--- config.mk ---
export PLATFORM = sky130hd
export DESIGN_NAME = wdt_top
export DESIGN_NICKNAME = d
export VERILOG_FILES = /design/src/rtl/wdt_pkg.sv /design/src/rtl/wdt_cmd_if.sv /design/src/rtl/wdt_countdown.sv /design/src/rtl/wdt_top.sv
export SDC_FILE = /design/constraint.sdc
export NUM_CORES = 1
export LEC_CHECK = 0
export BUFFER_PORTS_ARGS = -buffer_cell sky130_fd_sc_hd__clkbuf_2
export CAP_MARGIN = 20
export CORE_MARGIN = 2
export CORE_UTILIZATION = 50
export DETAILED_ROUTE_END_ITERATION = 10
export HOLD_SLACK_MARGIN = 0.15
export PLACE_DENSITY = 0.79
export SLEW_MARGIN = 25
export SYNTH_ARGS = -nofsm -noshare
export SYNTH_HDL_FRONTEND = slang
export SYNTH_HIERARCHICAL = 1
export SYNTH_SLANG_ARGS = --single-unit
--- constraint.sdc ---
create_clock -name hclk -period 2.75 [get_ports hclk]
set_input_delay 0 -clock hclk [delete_from_list [all_inputs] [get_ports hclk]]
set_output_delay 0 -clock hclk [all_outputs]
set_load 0.005 [all_outputs]
--- src/rtl/wdt_pkg.sv ---
// Package of register offsets, bit masks and timing constants.
package wdt_pkg;
  // Register byte offsets on the bus.
  localparam logic [7:0] ctrl_off   = 8'h00;
  localparam logic [7:0] pwr_off    = 8'h04;
  localparam logic [7:0] eie_off    = 8'h08;
  localparam logic [7:0] flash_off  = 8'h0c;
  localparam logic [7:0] stat_off   = 8'h10;
  localparam logic [7:0] mask_off   = 8'h14;
  localparam logic [7:0] remain_off = 8'h18;
  // Control register bit positions and count field width.
  localparam int en_bit      = 7;
  localparam int dis_bit     = 6;
  localparam int rst_bit     = 5;
  localparam int cnt_w       = 5;
  // Power management bit position, mask 0x04.
  localparam int pwr_on_bit  = 2;
  // Extended interrupt enable bit position, mask 0x10.
  localparam int eie_wdt_bit = 4;
  // Flash configuration word reset-enable bit position, mask 0x08.
  localparam int rst_en_bit  = 3;
  localparam logic [7:0] flash_reset_val = 8'hff;
  // Interrupt vector of the watchdog expiry.
  localparam logic [15:0] wdt_vector = 16'h0063;
  // One count step of the interval: 200 ms over a count of 0x0e.
  localparam int step_us     = 14286;
  localparam int clk_mhz     = 100;
  localparam int step_cycles = step_us * clk_mhz;
  // Status bits: expiry and restart.
  localparam int st_expire   = 0;
  localparam int st_restart  = 1;
  localparam int st_w        = 2;
  // Length of the reset request pulse in cycles.
  localparam int reset_pulse = 16;
endpackage

--- src/rtl/wdt_cmd_if.sv ---
// Interface carrying decoded command sequences to the countdown core.
interface wdt_cmd_if;
  logic       start;
  logic       stop;
  logic       restart;
  logic [4:0] count;
  logic       running;
  logic       expire;
  modport ctl  (output start, output stop, output restart, output count,
                input running, input expire);
  modport core (input start, input stop, input restart, input count,
                output running, output expire);
endinterface

--- src/rtl/wdt_countdown.sv ---
// Watchdog countdown core with prescaled interval steps.
module wdt_countdown #(
  parameter int unsigned STEP_CYCLES = wdt_pkg::step_cycles
) (
  input  wire logic hclk,
  input  wire logic hresetn,
  input  wire logic power_on,
  wdt_cmd_if.core   cmd
);
  logic [31:0] pre_q;
  logic [5:0]  left_q;
  logic        run_q;
  logic        tick;

  assign tick        = run_q && power_on && pre_q == STEP_CYCLES - 1;
  assign cmd.running = run_q;
  assign cmd.expire  = tick && left_q == 6'h01;

  // Prescaler producing one step enable per interval unit.
  always_ff @(posedge hclk or negedge hresetn)
  begin
    if (!hresetn)
      pre_q <= 32'h0;
    else if (!run_q || !power_on || cmd.restart || tick)
      pre_q <= 32'h0;
    else
      pre_q <= pre_q + 32'h1;
  end

  // Run state and steps left; restart reloads the count field.
  always_ff @(posedge hclk or negedge hresetn)
  begin
    if (!hresetn)
    begin
      run_q  <= 1'b0;
      left_q <= 6'h0;
    end
    else if (cmd.stop)
      run_q <= 1'b0;
    else if (cmd.start || (run_q && cmd.restart))
    begin
      run_q  <= 1'b1;
      left_q <= {1'b0, cmd.count} + 6'h01;
    end
    else if (tick)
    begin
      if (left_q == 6'h01)
        left_q <= {1'b0, cmd.count} + 6'h01;
      else
        left_q <= left_q - 6'h01;
    end
  end

  // Powered off: no expiry, and the steps left do not move on their own.
  AST_NO_RUN_OFF: assert property (
    @(posedge hclk) disable iff (!hresetn)
    !power_on |-> !cmd.expire)
    else $error("expiry while off");
  AST_OFF_HOLD: assert property (
    @(posedge hclk) disable iff (!hresetn)
    !power_on && !cmd.start && !cmd.restart |=> $stable(left_q))
    else $error("count moved while off");
endmodule

--- src/rtl/wdt_top.sv ---
// Watchdog timer top: AHB-Lite registers, command sequences, expiry.
// Function
// - Count field sets the expiry interval
// - Enable one-then-zero starts the countdown when powered on
// - Restart one-then-zero restarts running countdown
// - Disable one-then-zero stops and clears enable
// - Expiry interrupt on wdt_irq only with enable bit set
// - Reset enabled: expiry resets, no interrupt
// - Low five control bits form count
// - Flash reset-enable bit defaults to one
//
// Register access over AHB-Lite and the register addresses are this design's own decisions.
module wdt_top #(
  parameter int unsigned STEP_CYCLES = wdt_pkg::step_cycles
) (
  input  wire logic        hclk,
  input  wire logic        hresetn,
  input  wire logic        hsel,
  input  wire logic [7:0]  haddr,
  input  wire logic [1:0]  htrans,
  input  wire logic        hwrite,
  input  wire logic [2:0]  hsize,
  input  wire logic [31:0] hwdata,
  input  wire logic        hready,
  input  wire logic        prog_mode,
  output logic [31:0]      hrdata,
  output logic             hreadyout,
  output logic             hresp,
  output logic             irq,
  output logic             wdt_irq,
  output logic [15:0]      wdt_irq_vector,
  output logic             cpu_reset_req
);
  wdt_cmd_if cmd ();

  logic       wr_q, rd_q;
  logic [7:0] addr_q;
  logic [7:0] ctrl_q, pwr_q, eie_q, flash_q;
  logic [wdt_pkg::st_w-1:0] stat_q, mask_q, ev;
  logic       en_q;
  logic [4:0] rst_cnt_q;
  logic       wr_ctrl, rd_stat, expire_irq, expire_rst;
  logic       prog_s1_q, prog_s2_q;

  assign hreadyout = 1'b1;
  assign hresp     = 1'b0;
  assign wr_ctrl   = wr_q && addr_q == wdt_pkg::ctrl_off;
  assign rd_stat   = rd_q && addr_q == wdt_pkg::stat_off;

  // Address phase capture for single word transfers.
  always_ff @(posedge hclk or negedge hresetn)
  begin
    if (!hresetn)
    begin
      wr_q   <= 1'b0;
      rd_q   <= 1'b0;
      addr_q <= 8'h0;
    end
    else if (hready)
    begin
      wr_q   <= hsel && htrans[1] && hwrite;
      rd_q   <= hsel && htrans[1] && !hwrite;
      addr_q <= haddr;
    end
  end

  // Programming mode pin synchroniser.
  always_ff @(posedge hclk or negedge hresetn)
  begin
    if (!hresetn)
    begin
      prog_s1_q <= 1'b0;
      prog_s2_q <= 1'b0;
    end
    else
    begin
      prog_s1_q <= prog_mode;
      prog_s2_q <= prog_s1_q;
    end
  end

  // Writable registers; flash word only changes in programming mode.
  always_ff @(posedge hclk or negedge hresetn)
  begin
    if (!hresetn)
    begin
      ctrl_q  <= 8'h0;
      pwr_q   <= 8'h0;
      eie_q   <= 8'h0;
      mask_q  <= '0;
      flash_q <= wdt_pkg::flash_reset_val;
    end
    else if (wr_q)
    begin
      unique case (addr_q)
        wdt_pkg::ctrl_off: ctrl_q <= hwdata[7:0];
        wdt_pkg::pwr_off:  pwr_q  <= hwdata[7:0];
        wdt_pkg::eie_off:  eie_q  <= hwdata[7:0];
        wdt_pkg::mask_off: mask_q <= hwdata[wdt_pkg::st_w-1:0];
        wdt_pkg::flash_off:
          if (prog_s2_q)
            flash_q <= hwdata[7:0];
        default: ;
      endcase
    end
  end

  // One-then-zero sequences: a bit written low while it stood high.
  always_comb
  begin
    cmd.start   = wr_ctrl && ctrl_q[wdt_pkg::en_bit]
                  && !hwdata[wdt_pkg::en_bit] && pwr_q[wdt_pkg::pwr_on_bit];
    cmd.stop    = wr_ctrl && ctrl_q[wdt_pkg::dis_bit]
                  && !hwdata[wdt_pkg::dis_bit];
    cmd.restart = wr_ctrl && ctrl_q[wdt_pkg::rst_bit]
                  && !hwdata[wdt_pkg::rst_bit] && en_q;
    cmd.count   = ctrl_q[wdt_pkg::cnt_w-1:0];
  end

  // Enabled state: set by the enable sequence, cleared by disable.
  always_ff @(posedge hclk or negedge hresetn)
  begin
    if (!hresetn)
      en_q <= 1'b0;
    else if (cmd.stop)
      en_q <= 1'b0;
    else if (cmd.start)
      en_q <= 1'b1;
  end

  wdt_countdown #(
    .STEP_CYCLES (STEP_CYCLES)
  ) u_count (
    .hclk     (hclk),
    .hresetn  (hresetn),
    .power_on (pwr_q[wdt_pkg::pwr_on_bit]),
    .cmd      (cmd)
  );

  // Expiry goes to reset when enabled in flash, otherwise interrupt.
  assign expire_rst = cmd.expire && flash_q[wdt_pkg::rst_en_bit];
  assign expire_irq = cmd.expire && !flash_q[wdt_pkg::rst_en_bit];
  assign ev[wdt_pkg::st_expire]  = expire_irq;
  assign ev[wdt_pkg::st_restart] = cmd.restart;

  // Sticky status; a read clears, a new event in that cycle wins.
  always_ff @(posedge hclk or negedge hresetn)
  begin
    if (!hresetn)
      stat_q <= '0;
    else
      stat_q <= (rd_stat ? '0 : stat_q) | ev;
  end

  // Reset request pulse stretcher.
  always_ff @(posedge hclk or negedge hresetn)
  begin
    if (!hresetn)
      rst_cnt_q <= 5'h0;
    else if (expire_rst)
      rst_cnt_q <= 5'(wdt_pkg::reset_pulse);
    else if (rst_cnt_q != 5'h0)
      rst_cnt_q <= rst_cnt_q - 5'h01;
  end

  assign cpu_reset_req  = rst_cnt_q != 5'h0;
  assign irq            = |(stat_q & mask_q);
  assign wdt_irq        = stat_q[wdt_pkg::st_expire]
                          && eie_q[wdt_pkg::eie_wdt_bit];
  assign wdt_irq_vector = wdt_pkg::wdt_vector;

  // Read data, decoded combinationally in the data phase from the registered address.
  always_comb
  begin
    hrdata = 32'h0;
    if (rd_q)
    begin
      unique case (addr_q)
        wdt_pkg::ctrl_off:   hrdata = {24'h0, ctrl_q};
        wdt_pkg::pwr_off:    hrdata = {24'h0, pwr_q};
        wdt_pkg::eie_off:    hrdata = {24'h0, eie_q};
        wdt_pkg::flash_off:  hrdata = {24'h0, flash_q};
        wdt_pkg::stat_off:   hrdata = {30'h0, stat_q};
        wdt_pkg::mask_off:   hrdata = {30'h0, mask_q};
        wdt_pkg::remain_off: hrdata = {30'h0, cmd.running, en_q};
        default:             hrdata = 32'h0;
      endcase
    end
  end

  // Reset mode expiry: reset request, no expiry flag.
  AST_RESET_NO_IRQ: assert property (
    @(posedge hclk) disable iff (!hresetn)
    (cmd.expire && flash_q[wdt_pkg::rst_en_bit])
      |=> cpu_reset_req && !stat_q[wdt_pkg::st_expire])
    else $error("reset expiry raised irq");
  AST_IRQ_GATE: assert property (
    @(posedge hclk) disable iff (!hresetn)
    wdt_irq |-> eie_q[wdt_pkg::eie_wdt_bit])
    else $error("irq without enable");
  // An enabled interrupt mode expiry must reach the interrupt line.
  AST_IRQ_DELIVER: assert property (
    @(posedge hclk) disable iff (!hresetn)
    expire_irq && eie_q[wdt_pkg::eie_wdt_bit]
      && !(wr_q && addr_q == wdt_pkg::eie_off) |=> wdt_irq)
    else $error("expiry interrupt not raised");
  AST_START: assert property (
    @(posedge hclk) disable iff (!hresetn)
    cmd.start && !cmd.stop |=> cmd.running && en_q)
    else $error("enable sequence did not start");
  AST_STOP: assert property (
    @(posedge hclk) disable iff (!hresetn)
    cmd.stop |=> !cmd.running && !en_q)
    else $error("disable did not stop");
  AST_RESTART: assert property (
    @(posedge hclk) disable iff (!hresetn)
    cmd.restart && !cmd.stop |=> !cmd.expire)
    else $error("expiry right after restart");
  AST_IRQ_EXPIRE: assert property (
    @(posedge hclk) disable iff (!hresetn)
    expire_irq |=> stat_q[wdt_pkg::st_expire])
    else $error("expiry not flagged");
  AST_FLASH_LOCK: assert property (
    @(posedge hclk) disable iff (!hresetn)
    !prog_s2_q |=> $stable(flash_q))
    else $error("flash word changed outside programming");
endmodule

==> summary.txt <==
Critical path
  • Stages on worst setup path: 8
  • R2R Path Start: addr_q[4]
  • Critical Path End: u_count/left_q[5]
  • Worst-path cell chain: nor4b_4 > nand3_2 > nor2_1 > a21o_1 > a31oi_1 > nor3_1 > a21oi_1 > o22ai_1
  • WP data arrival: 2.69 ns
  • R2r setup slk: 0.35 ns
  • Critical Path Start Type: flop
  • WP data required: 3.04 ns
  • Critical path class: reg2reg
  • Crit-path leading delay family: simple AND/OR/NAND/NOR gates
  • Critical path fanouts, max: 12
  • Max stage delay on crit path: 0.54 ns
  • Crit path launch: addr_q[4]
  • RR Endpoint: u_count/left_q[5]
  • Worst r2r path cells: 8
  • Critical-path top delay cell: dfrtp_1
  • Worst Path Buf+Inv: 0
  • CP endpoint kind: flop

Pwr
  • Clk pwr share: 0.410
  • Maximum VDD drop: 345 uV
  • Sw frac: 0.232
  • Static Leakage: 2.53 nW
  • Total Power: 0.00295 W
  • Gate power share: 0.090
  • Sequential power share: 0.501
  • PwrDens: 499 mW/mm^2
  • Internal Power: 0.00227 W
  • Net Switching: 0.000683 W

Floorplan
  • DIE AREA: 0.0111 sq mm
  • Die height: 105 um
  • Row cnt: 37
  • Core ar.: 0.0101 sq mm
  • # IOs: 104
  • Initial Utilization: 0.508
  • Die Width: 105 um

Cells and area
  • Filler Cell Count: 812
  • Nets: 602
  • Layout area overhead: 14.8%
  • Antenna fix cells: 0
  • Storage cell area: 0.00234 sq mm
  • Share of cells above drive strength 1: 0.241
  • Non-Filler Instances: 687
  • Area occupied by multi-input gates: 0.00252 sq mm

STA
  • Setup TNS: 0 ns
  • Clock Skew: 0.0226 ns
  • Final hold violations: 0
  • Max-slew headroom: 0.518
  • Slew @ Worst Pin: 0.720 ns
  • Pins over their slew limit: 0
  • Post-route clock period utilization: 0.871
  • Tmin final: 2.40 ns
  • Final setup fails: 0
  • Highest Clock Rate: 417 MHz
  • RSZ-0062 raised after global routing: false

GRT
  • Largest net degree at the start of global routing: 42
  • Remaining Overflow, GRT: 0
  • First-pass GRT wire length: 18600 um
  • Antenna violations before repair: 0
  • Via count of the first global-routing pass: 3850
  • Total Routing Usage GR: 0.209

CTS
  • H-tree levels: 3
  • Clock Sinks: 93
  • Clock root cell: clkbuf_8
  • Clk slew on worst S/H paths: 0.11 ns
  • CTS tree: done
  • CTS Buf Count: 9
  • Hold Buf Count CTS: 32
  • Worst skew pair latency: 0.38 ns
  • Setup bufs post-CTS: 0
  • CTS Buffer Depth: 2
  • PostCTS Resize Cnt: 0

Synth
  • Synth Area in XOR/XNOR: 0.0561
  • Synth top cells by count: dfrtp_1, buf_4, nor2_1, mux2_2, nand3_1
  • Count leader, synth: dfrtp_1
  • Ys flop type: dfrtp_1
  • Asr flop ratio synth: 1.00
  • Yosys cell types: 66
  • Largest family of logic cells by synthesized area: simple AND/OR/NAND/NOR gates
  • #FFs+latches synth: 93
  • Top-area cell type share of the netlist area: 0.413
  • Mux contribution to synthesized area: 0.135
  • Synth warn: 6
  • Post-synth EDFFs: 0
  • Post-synthesis cell count: 475
  • Register area share after synthesis: 0.454
  • Synth Area in Adders: 0.0122
  • Compound-Gate Fraction of Synth Area: 0.0586
  • Largest cells by area after synthesis: dfrtp_1, mux2_2, buf_4, dfstp_2, xor2_1
  • Simple-Gate Fraction of Synth Area: 0.197
  • Synthesized area: 0.00515 sq mm
  • Post-Syn Area per Cell: 10.8 sq um
  • Area leader, netlist: dfrtp_1

Drt
  • Pre-antenna DRT Iters: 4
  • WL final: 10800 um
  • 1st-iter DRT viols: 240
  • Via-to-Cell Ratio: 5.47
  • Drt wl/cell: 15.7 um
  • Via Count: 3756
  • Antenna Nets Post-Route: 0
  • DRC: 0

Placement
  • Routability cong.: 0.850
  • Port bufs: 33
  • Placed cell count: 639
  • DP Wirelength: 7250 um

Hold path
  • Worst min-delay path category: in2async

Job
  • Max-Cap Viols: 0

Run status
  • Status: completed
[kinds of logic after synthesis]
| kind of cell | after synthesis |
|---|---|
| AOI/OAI and AO/OA | 45 |
| xor gates and xnor gates | 33 |
| adders and majority gates | 5 |
| buffers and inverters | 70 |
| DFF | 93 |
| muxes | 54 |
| other | 2 |
| and+or+nand+nor | 173 |
[state kept, by name (all words and copies together), names as in the netlist]
signal / cells
u_count/left_q: 6
pwr_q: 8
rst_cnt_q: 5
en_q: 1
stat_q: 2
u_count/cmd.running: 1
rd_q: 1
mask_q: 2
prog_s2_q: 1
wr_q: 1
prog_s1_q: 1
addr_q: 8
flash_q: 8
eie_q: 8
u_count/pre_q: 32
ctrl_q: 8
[through the flow]
step | hold slack, ns | cell area, sq um | util | setup WS [ns]
6_report | 0.125 | 5910 | 0.583 | 0.354
5_1_grt | 0.178 | 5910 | 0.583 | 0.216
4_1_cts | 0.153 | 5910 | 0.583 | 0.407
3_5_place_dp | 0.0134 | 5320 | 0.525 | 0.403
3_3_place_gp | 0.00485 | 5320 | 0.525 | 0.525
2_1_floorplan | -0.296 | 5300 | - | 0.592
[per-layer routing]
| metal | routed length, um | track usage | vias to the layer above | part of all wire |
|---|---|---|---|---|
| met2 | 5320 | 0.341 | 121 | 0.49 |
| met3 | 496 | 0.0464 | 26 | 0.046 |
| li1 | - | - | 1758 | - |
| met4 | 272 | 0.0943 | 0 | 0.025 |
| met1 | 4710 | 0.268 | 1851 | 0.44 |
| met5 | 0 | 0 | - | 0 |
[placed cells by master, fill, tap and decap left out, types with 4 or more instances in the layout]
master          n
dfrtp_1        85
nor2_1         44
conb_1         42
mux2_2         38
dlygate4sd3_1  32
clkbuf_2       32
nand3_1        25
xor2_1         23
nand2_1        19
inv_1          16
nand4_1        13
a21oi_1        10
xnor2_1        10
buf_4          10
nor2b_1         9
nor3_1          9
o21ai_0         9
clkbuf_8        9
and3_1          8
dfstp_2         8
nor4_1          7
mux4_2          6
mux2_4          6
ha_1            5
mux2i_1         4
a31oi_1         4
nand3_2         4
bufinv_16       4
[cell type report]
cell class,count,share of cell area
well taps,136,0.0288
inverters,16,0.0102
clock inverters,7,0.0246
multi-input cells,352,0.426
clock buffers,9,0.0210
repair buffers,74,0.0940
flip-flops and latches,93,0.396
[power by group through the flow]
stage	registers, W	clock network [W]	logic [W]
after CTS	0.00147	0.00123	0.000262
after detailed placement	0.00150	0	0.000219
final	0.00148	0.00121	0.000264
after global placement	0.00150	0	0.000210
after floorplan	0.00148	0	0.000201
after global routing	0.00149	0.00128	0.000292
[worst register-to-register path, stage by stage, from the launching register on]
cell	delay, ns
dfrtp_1	0.54
nor4b_4	0.51
nand3_2	0.15
nor2_1	0.23
a21o_1	0.20
a31oi_1	0.15
nor3_1	0.28
a21oi_1	0.07
o22ai_1	0.20
[worst min path at each step]
stage                        endpoint  slack [ns]  depth (start not counted)
finish                   rst_cnt_q[2]        0.12                          2
global route             rst_cnt_q[2]        0.18                          2
CTS                      rst_cnt_q[2]        0.15                          2
detailed placement  u_count/left_q[5]        0.01                          1
global placement    u_count/left_q[5]       0.005                          1
floorplan                   addr_q[0]       -0.30                          0
Note: power is estimated with default switching activity, not from simulation.
